--- src/core/ssa_pkg.sv ---
// Shared constants and types for the serial SAR converter sequencer
package ssa_pkg;

  localparam int RES_BITS = 12;
  localparam int CNT_W = 5;
  localparam int IDX_W = 4;
  localparam int SETTLE_W = 3;

  // Conversion-clock counts measured from the select falling edge
  localparam logic [CNT_W-1:0] STROBE_TICK = 5'h10;
  localparam logic [CNT_W-1:0] FIRST_BIT_TICK = 5'h14;
  localparam logic [CNT_W-1:0] CNT_ZERO = 5'h00;
  localparam logic [CNT_W-1:0] CNT_ONE = 5'h01;

  localparam logic [IDX_W-1:0] IDX_ZERO = 4'h0;
  localparam logic [IDX_W-1:0] IDX_ONE = 4'h1;
  localparam logic [IDX_W-1:0] IDX_MSB = 4'hB;
  localparam logic [IDX_W-1:0] IDX_LAST = 4'hC;

  // Reference-clock cycles the comparator gets to settle per trial bit
  localparam logic [SETTLE_W-1:0] SAR_SETTLE_LAST = 3'h3;
  localparam logic [SETTLE_W-1:0] SETTLE_ZERO = 3'h0;
  localparam logic [SETTLE_W-1:0] SETTLE_ONE = 3'h1;

  localparam logic [RES_BITS-1:0] CODE_ZERO = 12'h000;
  localparam logic [RES_BITS-1:0] CODE_ONE = 12'h001;

  localparam logic [1:0] MODE_PINS_SINGLE = 2'h0;
  localparam logic [1:0] MODE_PINS_CONT_LSB = 2'h1;
  localparam logic [1:0] MODE_PINS_CONT_MSB = 2'h3;

  typedef enum logic [1:0] {
    SSA_SINGLE_MSB,
    SSA_CONT_LSB,
    SSA_CONT_MSB
  } ssa_mode_t;

  // Control pins as one bundle; mode bits packed {conv_mode_0, conv_mode_1}
  typedef struct packed {
    logic select_n;
    logic [1:0] chan_sel;
    logic [1:0] mode_sel;
  } ssa_pins_t;

  localparam ssa_pins_t PINS_IDLE = '{select_n: 1'b1, chan_sel: 2'h0, mode_sel: 2'h0};

  function automatic ssa_mode_t decode_mode(input logic [1:0] mode_sel);
    ssa_mode_t m;
    m = SSA_SINGLE_MSB;
    if (mode_sel == MODE_PINS_CONT_LSB) begin
      m = SSA_CONT_LSB;
    end else if (mode_sel == MODE_PINS_CONT_MSB) begin
      m = SSA_CONT_MSB;
    end
    return m;
  endfunction : decode_mode

  function automatic logic pick_bit(input logic [RES_BITS-1:0] res, input logic [IDX_W-1:0] idx,
                                    input logic lsb_first);
    logic b;
    b = lsb_first ? res[idx] : res[IDX_MSB - idx];
    return b;
  endfunction : pick_bit

endpackage : ssa_pkg

--- src/core/ssa_sar.sv ---
// Successive approximation engine driving the trial DAC code
`timescale 1ns/1ps
`default_nettype none
module ssa_sar (
  input wire logic ref_clk_i,
  input wire logic rst_n_i,
  input wire logic start_i,
  input wire logic abort_i,
  input wire logic cmp_high_i,
  output logic busy_o,
  output logic [ssa_pkg::RES_BITS-1:0] dac_code_o,
  output logic [ssa_pkg::RES_BITS-1:0] result_o
);

  logic busy;
  logic next_busy;
  logic [ssa_pkg::RES_BITS-1:0] code;
  logic [ssa_pkg::RES_BITS-1:0] next_code;
  logic [ssa_pkg::RES_BITS-1:0] result;
  logic [ssa_pkg::RES_BITS-1:0] next_result;
  logic [ssa_pkg::IDX_W-1:0] ptr;
  logic [ssa_pkg::IDX_W-1:0] next_ptr;
  logic [ssa_pkg::SETTLE_W-1:0] settle;
  logic [ssa_pkg::SETTLE_W-1:0] next_settle;

  // One trial bit at a time, kept when the input is at or above the trial
  always_comb begin
    next_busy = busy;
    next_code = code;
    next_result = result;
    next_ptr = ptr;
    next_settle = settle;
    if (abort_i) begin
      next_busy = 1'b0;
      next_code = ssa_pkg::CODE_ZERO;
    end else if (start_i) begin
      next_busy = 1'b1;
      next_code = ssa_pkg::CODE_ONE << ssa_pkg::IDX_MSB;
      next_ptr = ssa_pkg::IDX_MSB;
      next_settle = ssa_pkg::SETTLE_ZERO;
    end else if (busy) begin
      next_settle = settle + ssa_pkg::SETTLE_ONE;
      if (settle == ssa_pkg::SAR_SETTLE_LAST) begin
        next_settle = ssa_pkg::SETTLE_ZERO;
        next_code[ptr] = cmp_high_i;
        if (ptr == ssa_pkg::IDX_ZERO) begin
          next_busy = 1'b0;
          next_result = next_code;
        end else begin
          next_code[ptr - ssa_pkg::IDX_ONE] = 1'b1;
          next_ptr = ptr - ssa_pkg::IDX_ONE;
        end
      end
    end
  end

  always_ff @(posedge ref_clk_i) begin
    if (!rst_n_i) begin
      busy <= 1'b0;
      code <= ssa_pkg::CODE_ZERO;
      result <= ssa_pkg::CODE_ZERO;
      ptr <= ssa_pkg::IDX_ZERO;
      settle <= ssa_pkg::SETTLE_ZERO;
    end else begin
      busy <= next_busy;
      code <= next_code;
      result <= next_result;
      ptr <= next_ptr;
      settle <= next_settle;
    end
  end

  assign busy_o = busy;
  assign dac_code_o = code;
  assign result_o = result;

endmodule : ssa_sar
`default_nettype wire

--- src/core/ssa_seq.sv ---
// Sequencer and serial output of the four-channel serial SAR converter
// Functional notes
// Each result is found by successive approximation, one bit per trial, from the sampled channel.
// Each 12-bit result leaves one bit per conversion clock, changing on the clock's rising edge.
// Conversion starts when select_n goes low and all activity halts while it is high.
// While select_n is high, the serial result and the sample strobe outputs float.
// Channel pins pick input 0 to 3 in binary order, channel_sel_1 being the upper bit.
// In continuous modes the host sets a new channel before the sample strobe rises.
// Mode pins give single-shot MSB, continuous LSB or continuous MSB; the host never applies the fourth code.
// The sample strobe is high one conversion clock, and the first bit appears three clocks after it falls.
// In single-shot mode the serial output holds low and conversion stops after the twelfth bit.
// For a new single-shot conversion the host toggles select_n high then low.
// Single-shot mode sends the most significant bit first.
// Continuous LSB mode converts repeatedly while selected and sends the least significant bit first.
// In continuous LSB mode the first bit appears 20 conversion clocks after select_n falls.
// Continuous MSB mode converts repeatedly while selected and sends the most significant bit first.
// Select, channel and mode pins are sampled on rising edges so all decisions are synchronous.
`timescale 1ns/1ps
`default_nettype none
module ssa_seq (
  input wire logic ref_clk_i,
  input wire logic rst_n_i,
  input wire logic conv_clk_i,
  input wire logic select_n_i,
  input wire logic channel_sel_0_i,
  input wire logic channel_sel_1_i,
  input wire logic conv_mode_0_i,
  input wire logic conv_mode_1_i,
  input wire logic comparator_i,
  output logic serial_result_out_o,
  output logic serial_result_oe_n_o,
  output logic sample_strobe_o,
  output logic sample_strobe_oe_n_o,
  output logic [1:0] analog_mux_sel_o,
  output logic [ssa_pkg::RES_BITS-1:0] dac_code_o
);

  typedef enum logic [2:0] {ST_OFF, ST_ACQ, ST_GAP, ST_SHIFT, ST_HOLD} ssa_state_t;

  ssa_pkg::ssa_pins_t pin_meta;
  ssa_pkg::ssa_pins_t pins;
  logic clk_meta;
  logic clk_sync;
  logic clk_prev;
  logic cmp_meta;
  logic cmp_sync;
  logic tick;

  ssa_state_t state;
  ssa_state_t next_state;
  ssa_pkg::ssa_mode_t mode;
  ssa_pkg::ssa_mode_t next_mode;
  logic [ssa_pkg::CNT_W-1:0] cnt;
  logic [ssa_pkg::CNT_W-1:0] next_cnt;
  logic [ssa_pkg::IDX_W-1:0] bit_idx;
  logic [ssa_pkg::IDX_W-1:0] next_bit_idx;
  logic dout;
  logic next_dout;
  logic strobe;
  logic next_strobe;
  logic oe_n;
  logic next_oe_n;
  logic [1:0] chan;
  logic [1:0] next_chan;
  logic sar_start;
  logic next_sar_start;
  logic sar_busy;
  logic [ssa_pkg::RES_BITS-1:0] sar_result;
  logic lsb_first;

  // Pins pass two flip-flops before any logic looks at them
  always_ff @(posedge ref_clk_i) begin
    if (!rst_n_i) begin
      pin_meta <= ssa_pkg::PINS_IDLE;
      pins <= ssa_pkg::PINS_IDLE;
      clk_meta <= 1'b0;
      clk_sync <= 1'b0;
      clk_prev <= 1'b0;
      cmp_meta <= 1'b0;
      cmp_sync <= 1'b0;
    end else begin
      pin_meta <= '{select_n: select_n_i, chan_sel: {channel_sel_1_i, channel_sel_0_i},
                    mode_sel: {conv_mode_0_i, conv_mode_1_i}};
      pins <= pin_meta;
      clk_meta <= conv_clk_i;
      clk_sync <= clk_meta;
      clk_prev <= clk_sync;
      cmp_meta <= comparator_i;
      cmp_sync <= cmp_meta;
    end
  end

  assign tick = clk_sync & ~clk_prev;
  assign lsb_first = (mode == ssa_pkg::SSA_CONT_LSB);

  always_comb begin
    next_state = state;
    next_mode = mode;
    next_cnt = cnt;
    next_bit_idx = bit_idx;
    next_dout = dout;
    next_strobe = strobe;
    next_oe_n = oe_n;
    next_chan = chan;
    next_sar_start = 1'b0;
    if (pins.select_n) begin
      next_state = ST_OFF;
      next_oe_n = 1'b1;
      next_dout = 1'b0;
      next_strobe = 1'b0;
    end else begin
      case (state)
        ST_OFF: begin
          next_state = ST_ACQ;
          next_mode = ssa_pkg::decode_mode(pins.mode_sel);
          next_cnt = ssa_pkg::CNT_ZERO;
          next_oe_n = 1'b0;
          next_dout = 1'b0;
        end
        ST_ACQ: begin
          if (tick) begin
            next_cnt = cnt + ssa_pkg::CNT_ONE;
            if (cnt == ssa_pkg::STROBE_TICK - ssa_pkg::CNT_ONE) begin
              next_state = ST_GAP;
              next_strobe = 1'b1;
              next_chan = pins.chan_sel;
              next_sar_start = 1'b1;
            end
          end
        end
        ST_GAP: begin
          if (tick) begin
            next_cnt = cnt + ssa_pkg::CNT_ONE;
            next_strobe = 1'b0;
            if (cnt == ssa_pkg::FIRST_BIT_TICK - ssa_pkg::CNT_ONE) begin
              next_state = ST_SHIFT;
              next_dout = ssa_pkg::pick_bit(sar_result, ssa_pkg::IDX_ZERO, lsb_first);
              next_bit_idx = ssa_pkg::IDX_ONE;
            end
          end
        end
        ST_SHIFT: begin
          if (tick) begin
            next_cnt = cnt + ssa_pkg::CNT_ONE;
            if (bit_idx == ssa_pkg::IDX_LAST) begin
              next_dout = 1'b0;
              if (mode == ssa_pkg::SSA_SINGLE_MSB) begin
                next_state = ST_HOLD;
              end else begin
                next_state = ST_ACQ;
                next_cnt = ssa_pkg::CNT_ZERO;
              end
            end else begin
              next_dout = ssa_pkg::pick_bit(sar_result, bit_idx, lsb_first);
              next_bit_idx = bit_idx + ssa_pkg::IDX_ONE;
            end
          end
        end
        ST_HOLD: begin
          next_dout = 1'b0;
        end
        default: begin
          next_state = ST_OFF;
        end
      endcase
    end
  end

  always_ff @(posedge ref_clk_i) begin
    if (!rst_n_i) begin
      state <= ST_OFF;
      mode <= ssa_pkg::SSA_SINGLE_MSB;
      cnt <= ssa_pkg::CNT_ZERO;
      bit_idx <= ssa_pkg::IDX_ZERO;
      dout <= 1'b0;
      strobe <= 1'b0;
      oe_n <= 1'b1;
      chan <= 2'h0;
      sar_start <= 1'b0;
    end else begin
      state <= next_state;
      mode <= next_mode;
      cnt <= next_cnt;
      bit_idx <= next_bit_idx;
      dout <= next_dout;
      strobe <= next_strobe;
      oe_n <= next_oe_n;
      chan <= next_chan;
      sar_start <= next_sar_start;
    end
  end

  ssa_sar u_sar (
    .ref_clk_i(ref_clk_i),
    .rst_n_i(rst_n_i),
    .start_i(sar_start),
    .abort_i(pins.select_n),
    .cmp_high_i(cmp_sync),
    .busy_o(sar_busy),
    .dac_code_o(dac_code_o),
    .result_o(sar_result)
  );

  assign serial_result_out_o = dout;
  assign sample_strobe_o = strobe;
  assign serial_result_oe_n_o = oe_n;
  assign sample_strobe_oe_n_o = oe_n;
  assign analog_mux_sel_o = chan;
endmodule : ssa_seq
`default_nettype wire

--- config.mk ---
export PLATFORM = sky130hd
export DESIGN_NAME = ssa_seq
export DESIGN_NICKNAME = d
export VERILOG_FILES = /design/src/core/ssa_pkg.sv /design/src/core/ssa_sar.sv /design/src/core/ssa_seq.sv
export SDC_FILE = /design/constraint.sdc
export NUM_CORES = 1
export LEC_CHECK = 0
export BUFFER_PORTS_ARGS = -buffer_cell sky130_fd_sc_hd__buf_2
export CORE_AREA = 2 2 94 96
export DETAILED_ROUTE_END_ITERATION = 6
export DIE_AREA = 0 0 96 98
export SLEW_MARGIN = 20
export SYNTH_ARGS = -nofsm -noshare
export SYNTH_HDL_FRONTEND = slang
export SYNTH_SLANG_ARGS = --single-unit
--- constraint.sdc ---
create_clock -name ref_clk_i -period 1.8 [get_ports ref_clk_i]
set_input_delay 0.27 -clock ref_clk_i [delete_from_list [all_inputs] [get_ports ref_clk_i]]
set_output_delay 0.27 -clock ref_clk_i [all_outputs]
set_load 0.02 [all_outputs]
=== Yosys cells after proc, flatten, opt, wreduce, memory -nomap -nowiden ===
Cells that the tools add are included.

* Output and inout bits: 18
* Flip-flop bits (word level): 67
* Input bits: 9

* Reduce and logical (&&, ||, !) cells: 28
* Mux-type cells: 56
* Eq/ne operators: 20
* Add/sub/neg operators: 5
* Magnitude comparators: 6
* Bitwise logic cells: 9

{| class="wikitable"
|+ Operators by type and width
! operator !! count
|-
| 12-bit 2-to-1 mux || 4
|-
| 4-bit 2-to-1 mux || 8
|-
| 3-bit 2-to-1 mux || 10
|-
| 4-bit by 5-bit < comparator with 1-bit output, second input constant || 4
|-
| 5-bit 2-to-1 mux || 4
|-
| 4-bit AND reduction || 5
|-
| 1-bit 2-to-1 mux || 18
|-
| 2-bit != test, second input constant || 8
|-
| 3-bit case mux with 5 select lines || 1
|-
| 5-bit case mux with 3 select lines || 1
|-
| 12-bit bitwise mux || 1
|-
| 12-bit OR || 1
|-
| 3-bit by 2-bit equality test with 1-bit output, second input constant || 3
|-
| 1-bit binary-select mux with 4-bit select || 2
|-
| 1-bit demux with 4-bit select || 2
|-
| 4-bit by 1-bit greater-or-equal comparator with 1-bit output, second input constant || 2
|-
| 4-bit case mux with 2 select lines || 1
|-
| 2-bit AND reduction || 4
|-
| 2-bit nonzero test || 4
|-
| 1-bit inverter || 7
|-
| 7-bit AND reduction || 1
|-
| 6-bit AND reduction || 1
|-
| 3-bit nonzero test || 2
|-
| 2-bit OR reduction || 3
|-
| 24 further kinds || 27
|}

=== Depth between registers and ports, before layout ===
Gate-level depths: netlist (run 1).

* Depth in word-level cells: 10
* Gate-level depth with buffers: 8
* Gate-level depth less buffers: 7

=== Modules after synthesis ===
Synthesis (run 1) repeated with hierarchy kept, for this count alone.

* Cells, all modules: 381
* Area total of the unflattened synthesis: 3,464.6 um^2

{| class="wikitable"
|+ By module, submodules not included
! module !! seq. area each (um^2) !! times used !! cells an instance !! area each (um^2)
|-
| ssa_sar || 640.6 || 1 || 192 || 1,744.2
|-
| ssa_seq || 700.7 || 1 || 189 || 1,720.4
|}

=== Worst setup path before layout (run 1) ===
OpenSTA, ideal clock, no wires.

* Path type: register -> register
* From: register u_sar.ptr[0] (netlist name)
* To: register u_sar.result, in the netlist u_sar.result_o[0]
* Path slack: 52 ps
* Period minus slack after synthesis: 1,748 ps
* Stages on the path, launching flop included: 6
* Path buffers: 0
* Data required time: 1,684 ps
* Setup time: 116 ps
* Data arrival time: 1,632 ps
* Cell sequence: dfxtp_1 inv_1 ha_1 or3b_4 or4b_1 o211a_1

* Cells in the longest elaborated chain, start to end: 5

{| class="wikitable"
|+ Ends and longest elaborated chain
! what !! RTL line !! source
|-
| start: declaration || ssa_sar.sv:21 || <nowiki>logic [ssa_pkg::IDX_W-1:0] ptr;</nowiki>
|-
| start signal: assignment || ssa_sar.sv:62 || <nowiki>ptr <= ssa_pkg::IDX_ZERO;</nowiki>
|-
| start signal: assignment || ssa_sar.sv:68 || <nowiki>ptr <= next_ptr;</nowiki>
|-
| 4-bit by 5-bit < comparator with 1-bit output (implied by the code) / 4-bit by 1-bit greater-or-equal comparator with 1-bit output (equally long branches) || ssa_sar.sv:45 || <nowiki>next_code[ptr] = cmp_high_i;</nowiki>
|-
| 1-bit logical AND (implied by the code) || ssa_sar.sv:45 ||
|-
| 1-bit 2-to-1 mux (implied by the code) || ssa_sar.sv:45 ||
|-
| 1-bit demux with 4-bit select || -- ||
|-
| 12-bit bitwise mux || ssa_sar.sv:45 ||
|-
| end signal: assignment || ssa_sar.sv:61 || <nowiki>result <= ssa_pkg::CODE_ZERO;</nowiki>
|-
| end signal: assignment || ssa_sar.sv:67 || <nowiki>result <= next_result;</nowiki>
|-
| end: declaration || ssa_sar.sv:19 || <nowiki>logic [ssa_pkg::RES_BITS-1:0] result;</nowiki>
|}

Parallel ways exist; a longest one is shown, timed or not.
A chain may end at the register's enable or synchronous reset.

=== Worst setup path after layout (run 1) ===
Same ends and word-level chain as after synthesis.

==> impl_metrics.env, run 1 <==
export IMPL_status="finished clean"
export IMPL_hold_violations=0
export IMPL_yosys_register_bits=67
export IMPL_grt_use_total_pct=16.0
export IMPL_rsz0062_at_grt="no"
export IMPL_maxCapViolCount=0
export IMPL_p_leak_uw=0.00169
export IMPL_r2r_end="u_sar.result_o[0]"
export IMPL_netlist_instances=369
export IMPL_drt_wirelength_per_cell_um=13.9
export IMPL_synth_ff_type="dfxtp_1"
export IMPL_vias=2727
export IMPL_die_w_um=96
export IMPL_whs_path_depth=2
export IMPL_htree_levels=3
export IMPL_startpoint_type="flop"
export IMPL_syn_cell_area_um2=3330
export IMPL_dieHeight_um=98
export IMPL_worst_skew_pair_late_latency_ns=0.34
export IMPL_postCtsHoldBufs=0
export IMPL_finClkSkew_ns=0.0120
export IMPL_drt_iter0_drc=140
export IMPL_gp_congestion=0.854
export IMPL_crit_type="reg2reg"
export IMPL_drc=0
export IMPL_crit_required_ns=2.08
export IMPL_drt_first_pass_iters=4
export IMPL_clkSlewWorstSetupHoldPaths_ns=0.07
export IMPL_setup_tns_ns=0
export IMPL_num_antenna_cells=0
export IMPL_cts_buffers=9
export IMPL_final_setup_worst_slack_ns=0.0919
export IMPL_cp_arrival_ns=1.99
export IMPL_synth_edf_count=0
export IMPL_hold_start="select_n_i"
export IMPL_nNetsFinal=425
export IMPL_period_needed_ns=1.71
export IMPL_dieArea_um2=9410
export IMPL_stdcell_area_um2=3890
export IMPL_cts_root_buffer="clkbuf_8"
export IMPL_rows=34
export IMPL_synthArstFlopShare_pct=0
export IMPL_r2r_start="u_sar.ptr[0]"
export IMPL_hpwl_um=4990
export IMPL_syn_area_per_cell_um2=9.02
export IMPL_cts_sinks=67
export IMPL_yosys_warnings=0
export IMPL_ant_nets=0
export IMPL_yosysSeqAreaShare_pct=40.3
export IMPL_placed_area_um2=3650
export IMPL_clk_path_buf_depth=2
export IMPL_io_buffers=26
export IMPL_max_freq_mhz=585
export IMPL_yosysTopAreaCellShare_pct=40.3
export IMPL_grt_pass1_wl_um=12000
export IMPL_fin_crit_sh_pct=94.9
export IMPL_syn_to_final_growth_pct=16.8
export IMPL_core_area_um2=8470
export IMPL_place_ws_ns=-0.0245
export IMPL_ys_types=50
export IMPL_grt_pass1_vias=2549
export IMPL_start_util_pct=39.3
export IMPL_synth_fp_nets=388
export IMPL_grt_max_degree=45
export IMPL_crit_path_end_kind="flop"
export IMPL_tightest_slew_ns=0.569
export IMPL_p_per_area_nw_per_um2=671
export IMPL_r2r_cells=7
export IMPL_yosysTopAreaCell="dfxtp_1"
export IMPL_hp_class="in2reg"
export IMPL_netlist_top_cells_area="dfxtp_1 40%, mux2i_1 5.7%, o211a_1 4.5%"
export IMPL_setup_violations=0
export IMPL_via_per_inst=5.27
export IMPL_wirelength_um=7170
export IMPL_hold_end="pin_meta[4]"
export IMPL_grt_remaining_overflow=0
export IMPL_pin_count=27
export IMPL_final_layout_size_suffix_gt1_share_pct=22.5
export IMPL_critPathMaxFanout=11
export IMPL_grt_antenna_before_repair=0
export IMPL_final_max_slew_viol_count=0
export IMPL_relSlewSlack_pct=62.0
export IMPL_fill_cells=827
export IMPL_reg2reg_slack_ns=0.09
export IMPL_cts_tree="yes"
export IMPL_peakVddDrop_mv=0.349
[synth_stat cells, drive strengths merged, types with 2 or more instances]
library cell	instances
and3	3
a211oi	2
and2	16
ha	10
o21ai	22
dfxtp	67
or4	2
buf	10
o31ai	3
nor4	2
a21oi	18
clkbuf	15
a31oi	7
o21a	5
o211a	15
nor3b	2
or2	3
nand3	9
nand3b	4
nand2	36
mux4	5
o41ai	2
nor2b	12
nor2	29
o22ai	2
inv	9
nand2b	8
nor3	7
mux2i	19
xor2	2
a21boi	8
nand4	3
[kinds of logic after synthesis]
logic type	share of synthesized area, %
XOR/XNOR	0.789
adder cells (fa/ha/maj)	3.76
AO/OA/AOI/OAI	18.5
AND/OR/NAND/NOR	22.5
buffers and inverters	4.81
multiplexers	9.43
flip-flops	40.3
[registers in the layout (all words and copies together) (netlist names), 2 cells and up]
register and count:
pins 5, analog_mux_sel_o 2, u_sar.settle 3, bit_idx 4, mode 2, u_sar.dac_code_o 12, state 3, cnt 5
u_sar.result_o 12, u_sar.ptr 4, pin_meta 5
[layout make-up]
class                      instances  area [um2]  area share (%)
clock buffer                      10         128            3.28
clock inverter                     4        20.0           0.515
inverter                           9        33.8           0.868
multi-input combinational        268        1880            48.3
sequential                        67        1350            34.6
tap                              108         135            3.47
timing repair buffer              51         348            8.94
[critical path, cell delays in order, from the launching register on]
cell,delay [ns]
dfxtp_2,0.33
inv_2,0.07
ha_4,0.13
or3b_4,0.41
nor4_4,0.23
buf_4,0.19
clkbuf_16,0.15
o211a_1,0.13
[cell usage in the layout (no fill, tap or decap), types with 6 or more instances in the layout]
master    netlist  final
nor2b_1        11     10
nor3_1          7      7
a21oi_1        17     16
buf_4           3     23
mux2i_1        19     19
and2_1         16     16
a31oi_1         7      7
nand2b_1        8      8
inv_1           9      7
buf_2           5     26
a21boi_0        8      6
o211a_1        15     15
dfxtp_1        67     64
ha_1           10      7
o21ai_0        20     19
clkbuf_8        0      9
nand2_1        36     36
nand3_1         9      9
nor2_1         29     27
[metal layers]
metal	up-vias	track usage [%]	wire length (um)
met5	-	0	0
met4	0	7.91	158
met3	12	2.62	231
met2	39	23.2	3180
met1	1293	22.9	3610
li1	1383	-	-
[worst max-delay path by stage]
stage                 startpoint                  end  slack (ns)  depth (start not counted)
floorplan           u_sar.ptr[0]    u_sar.result_o[0]        0.05                          5
global placement          cnt[0]             state[0]        0.05                          7
detailed placement        cnt[0]             state[1]       -0.02                          7
CTS                       cnt[0]             state[0]       0.005                          7
global route          bit_idx[2]  serial_result_out_o        0.01                          6
finish              u_sar.ptr[0]    u_sar.result_o[0]        0.09                          7
[power breakdown]
part / total [uW] / internal [uW] / switching (uW)
Clock: 1020 / 474 / 541
Sequential: 1510 / 1500 / 12.5
Combinational: 82.1 / 39.4 / 42.7
[metrics by stage]
step                      utilization, %  power (uW)  instances  hold slack, ns
after global routing                46.0        2720        517           0.109
after floorplan                        -        1600        369           0.371
after global placement              43.1        1620        500           0.394
final                               46.0        2610        517           0.105
after detailed placement            43.1        1630        500           0.400
after CTS                           44.9        2650        514          0.0894
[timing repair]
action | 4_1_cts | 5_1_grt
hold endpoints to repair | 0 | 0
setup endpoints to repair | 3 | 20
setup buffers | 0 | 2
pin swaps | 0 | 2
gates cloned | 0 | 1
resized for setup | 1 | 18
(Power assumes the default switching activity.)
==> run 2, diff against run 1 <==
- ABC_AREA: not set -> 1
- CORE_AREA: 2 2 94 96 -> 2 2 93 95
- CTS_BUF_LIST: not set -> sky130_fd_sc_hd__clkbuf_2
- DIE_AREA: 0 0 96 98 -> 0 0 95 97
==> impl_metrics.env, run 2 <==
export IMPL_status="finished clean"
export IMPL_io_buffers=26
export IMPL_rows=33
export IMPL_pin_count=27
export IMPL_dieArea_um2=9220
export IMPL_p_switching_uw=680
export IMPL_clkSlewWorstSetupHoldPaths_ns=0.21
export IMPL_cts_sinks=67
export IMPL_dieHeight_um=97
export IMPL_core_area_um2=8130
export IMPL_final_max_slew_viol_count=0
export IMPL_startpoint_type="flop"
export IMPL_yosys_register_bits=67
export IMPL_synth_ff_type="dfxtp_1"
export IMPL_p_per_area_nw_per_um2=676
export IMPL_maxCapViolCount=0
export IMPL_rsz0062_at_grt="no"
export IMPL_cts_buffers=9
export IMPL_syn_cell_area_um2=3280
export IMPL_hpwl_um=5250
export IMPL_whs_ns=0.146
export IMPL_yosysSeqAreaShare_pct=40.9
export IMPL_drt_first_pass_iters=4
export IMPL_crit_path_end_kind="flop"
export IMPL_netlist_top_cells_area="dfxtp_1 41%, nand2_1 9.7%, inv_1 7.4%"
export IMPL_multi_input_area_um2=1640
export IMPL_syn_to_final_growth_pct=15.7
export IMPL_use_met1_pct=22.8
export IMPL_grt_antenna_before_repair=0
export IMPL_gp_congestion=0.947
export IMPL_period_needed_ns=1.66
export IMPL_crit_type="reg2reg"
export IMPL_netlist_instances=451
export IMPL_grt_pass1_vias=2867
export IMPL_syn_area_per_cell_um2=7.28
export IMPL_hp_class="in2reg"
export IMPL_yosysMostFrequentCell="nand2_1"
export IMPL_cts_tree="yes"
export IMPL_drt_iter0_drc=136
export IMPL_internal_power_uw=1890
export IMPL_grt_busiest_layer="met2"
export IMPL_ff_latch_area_um2=1350
export IMPL_grt_max_degree=25
export IMPL_max_freq_mhz=602
export IMPL_fin_crit_sh_pct=92.2
export IMPL_die_w_um=95
export IMPL_drc=0
export IMPL_relSlewSlack_pct=72.0
export IMPL_yosys_warnings=0
export IMPL_synthTopCellsByCount="85 x nand2_1, 67 x dfxtp_1, 65 x inv_1"
export IMPL_crit_required_ns=2.25
export IMPL_drt_wirelength_per_cell_um=12.1
export IMPL_num_antenna_cells=0
export IMPL_power_frac_clock_pct=36.9
export IMPL_p_sw_share_pct=26.5
export IMPL_vias=2943
export IMPL_cts_root_buffer="clkbuf_2"
export IMPL_hold_violations=0
export IMPL_grt_use_total_pct=17.8
export IMPL_fill_cells=812
export IMPL_pwr_share_seq_pct=59.0
export IMPL_synthArstFlopShare_pct=0
export IMPL_final_common_cell="nand2_1"
export IMPL_synth_edf_count=0
export IMPL_critPathMaxFanout=4
export IMPL_setup_violations=0
export IMPL_worst_skew_pair_late_latency_ns=0.54
export IMPL_finClkSkew_ns=0.0380
export IMPL_p_comb_share_pct=4.1
export IMPL_grt_pass1_wl_um=13000
export IMPL_nNetsFinal=512
export IMPL_met3_usage_pct=5.37
export IMPL_grt_remaining_overflow=0
export IMPL_p_leak_uw=0.00174
export IMPL_met2_usage_pct=28.2
export IMPL_yosysTopAreaCellShare_pct=40.9
export IMPL_setup_tns_ns=0
export IMPL_tightest_slew_ns=0.420
export IMPL_final_cell_mix="84 x nand2_1, 65 x inv_1, 63 x dfxtp_1"
export IMPL_via_per_inst=4.88
export IMPL_ant_nets=0
export IMPL_clk_path_buf_depth=2
export IMPL_yosysTopAreaCell="dfxtp_1"
export IMPL_final_layout_size_suffix_gt1_share_pct=16.5
export IMPL_htree_levels=3
export IMPL_start_util_pct=40.4
export IMPL_ys_types=36
export IMPL_synth_fp_nets=470
export IMPL_cp_arrival_ns=2.11
export IMPL_wirelength_um=7300
export IMPL_peakVddDrop_mv=0.450
-- run 2: changes by cell type after synthesis, moves of 8 or more --
cell,previous run,this run
inv_1,9,65
a21oi_1,17,34
nor2b_1,11,0
a211oi_2,0,8
o211a_1,15,1
a21boi_0,8,0
mux2i_1,19,0
nand3_1,9,34
and2_1,16,0
nand2_1,36,85
nor2_1,29,57
nand2b_1,8,0
-- run 2: logic make-up after synthesis --
kind of cell / Yosys count / synth area share [%]
AND/OR/NAND/NOR: 193 / 25.8
flip-flops: 67 / 40.9
buffers and inverters: 81 / 10.1
adder cells (fa/ha/maj): 10 / 3.81
AO/OA/AOI/OAI: 93 / 17.5
XOR/XNOR: 7 / 1.87
-- run 2: cell type report --
class,count,area share (%)
Multi-Input combinational cell,303,43.1
Tap cell,105,3.46
Clock inverter,6,1.88
Timing Repair Buffer,47,8.36
Sequential cell,67,35.4
Clock buffer,10,1.32
Inverter,65,6.42
-- run 2: worst max-delay path, cell delays in order, from the launching register on --
cell and delay, ns:
dfxtp_2 0.40, ha_1 0.19, and3_1 0.17, ha_1 0.17
inv_1 0.07, nor3_2 0.25, nand2_1 0.12, o21ai_0 0.16
nor2_1 0.05
-- run 2: per-stage QoR --
| step | total power, uW | instances | utilization, % | setup slack [ns] | area (um2) |
|---|---|---|---|---|---|
| final | 2570 | 603 | 46.7 | 0.140 | 3800 |
| after global routing | 2700 | 603 | 46.7 | 0.00105 | 3800 |
| after CTS | 2610 | 603 | 46.3 | 0.0264 | 3770 |
| after detailed placement | 1640 | 580 | 43.9 | 0.0266 | 3570 |
| after global placement | 1640 | 580 | 43.9 | 0.0538 | 3570 |
| after floorplan | 1610 | 451 | - | 0.226 | 3280 |
-- run 2: repair_timing --
| item | 4_1_cts | 5_1_grt |
|---|---|---|
| hold endpoints to repair | 7 | 0 |
| hold buffers | 7 | 0 |
| endpoints found under the setup margin | 2 | 24 |
| gates resized for setup | 1 | 9 |
| setup buffers | 0 | 0 |
-- run 2: final timing paths --
| check | start | endpoint | slack [ns] | cells past startpoint |
|---|---|---|---|---|
| worst max-delay path | cnt[0] | analog_mux_sel_o[1] | 0.14 | 8 |
| worst min-delay path | rst_n_i | u_sar.dac_code_o[11] | 0.15 | 5 |
| worst max register to register | cnt[0] | analog_mux_sel_o[1] | 0.14 | 8 |
| worst min register to register | pin_meta[0] | pins[0] | 0.42 | 2 |
-- run 2: per-layer routing --
layer | routed length (um) | share of wire, %
met5 | 0 | 0
met4 | 154 | 2.1
met3 | 376 | 5.2
met2 | 3330 | 46
met1 | 3430 | 47
-- run 2: power groups by stage --
stage	combinational [uW]	sequential, uW	clock (uW)
after global routing	122	1520	1060
after floorplan	61.3	1540	0
after CTS	107	1520	986
final	106	1520	948
after global placement	93.3	1540	0
after detailed placement	95.0	1540	0
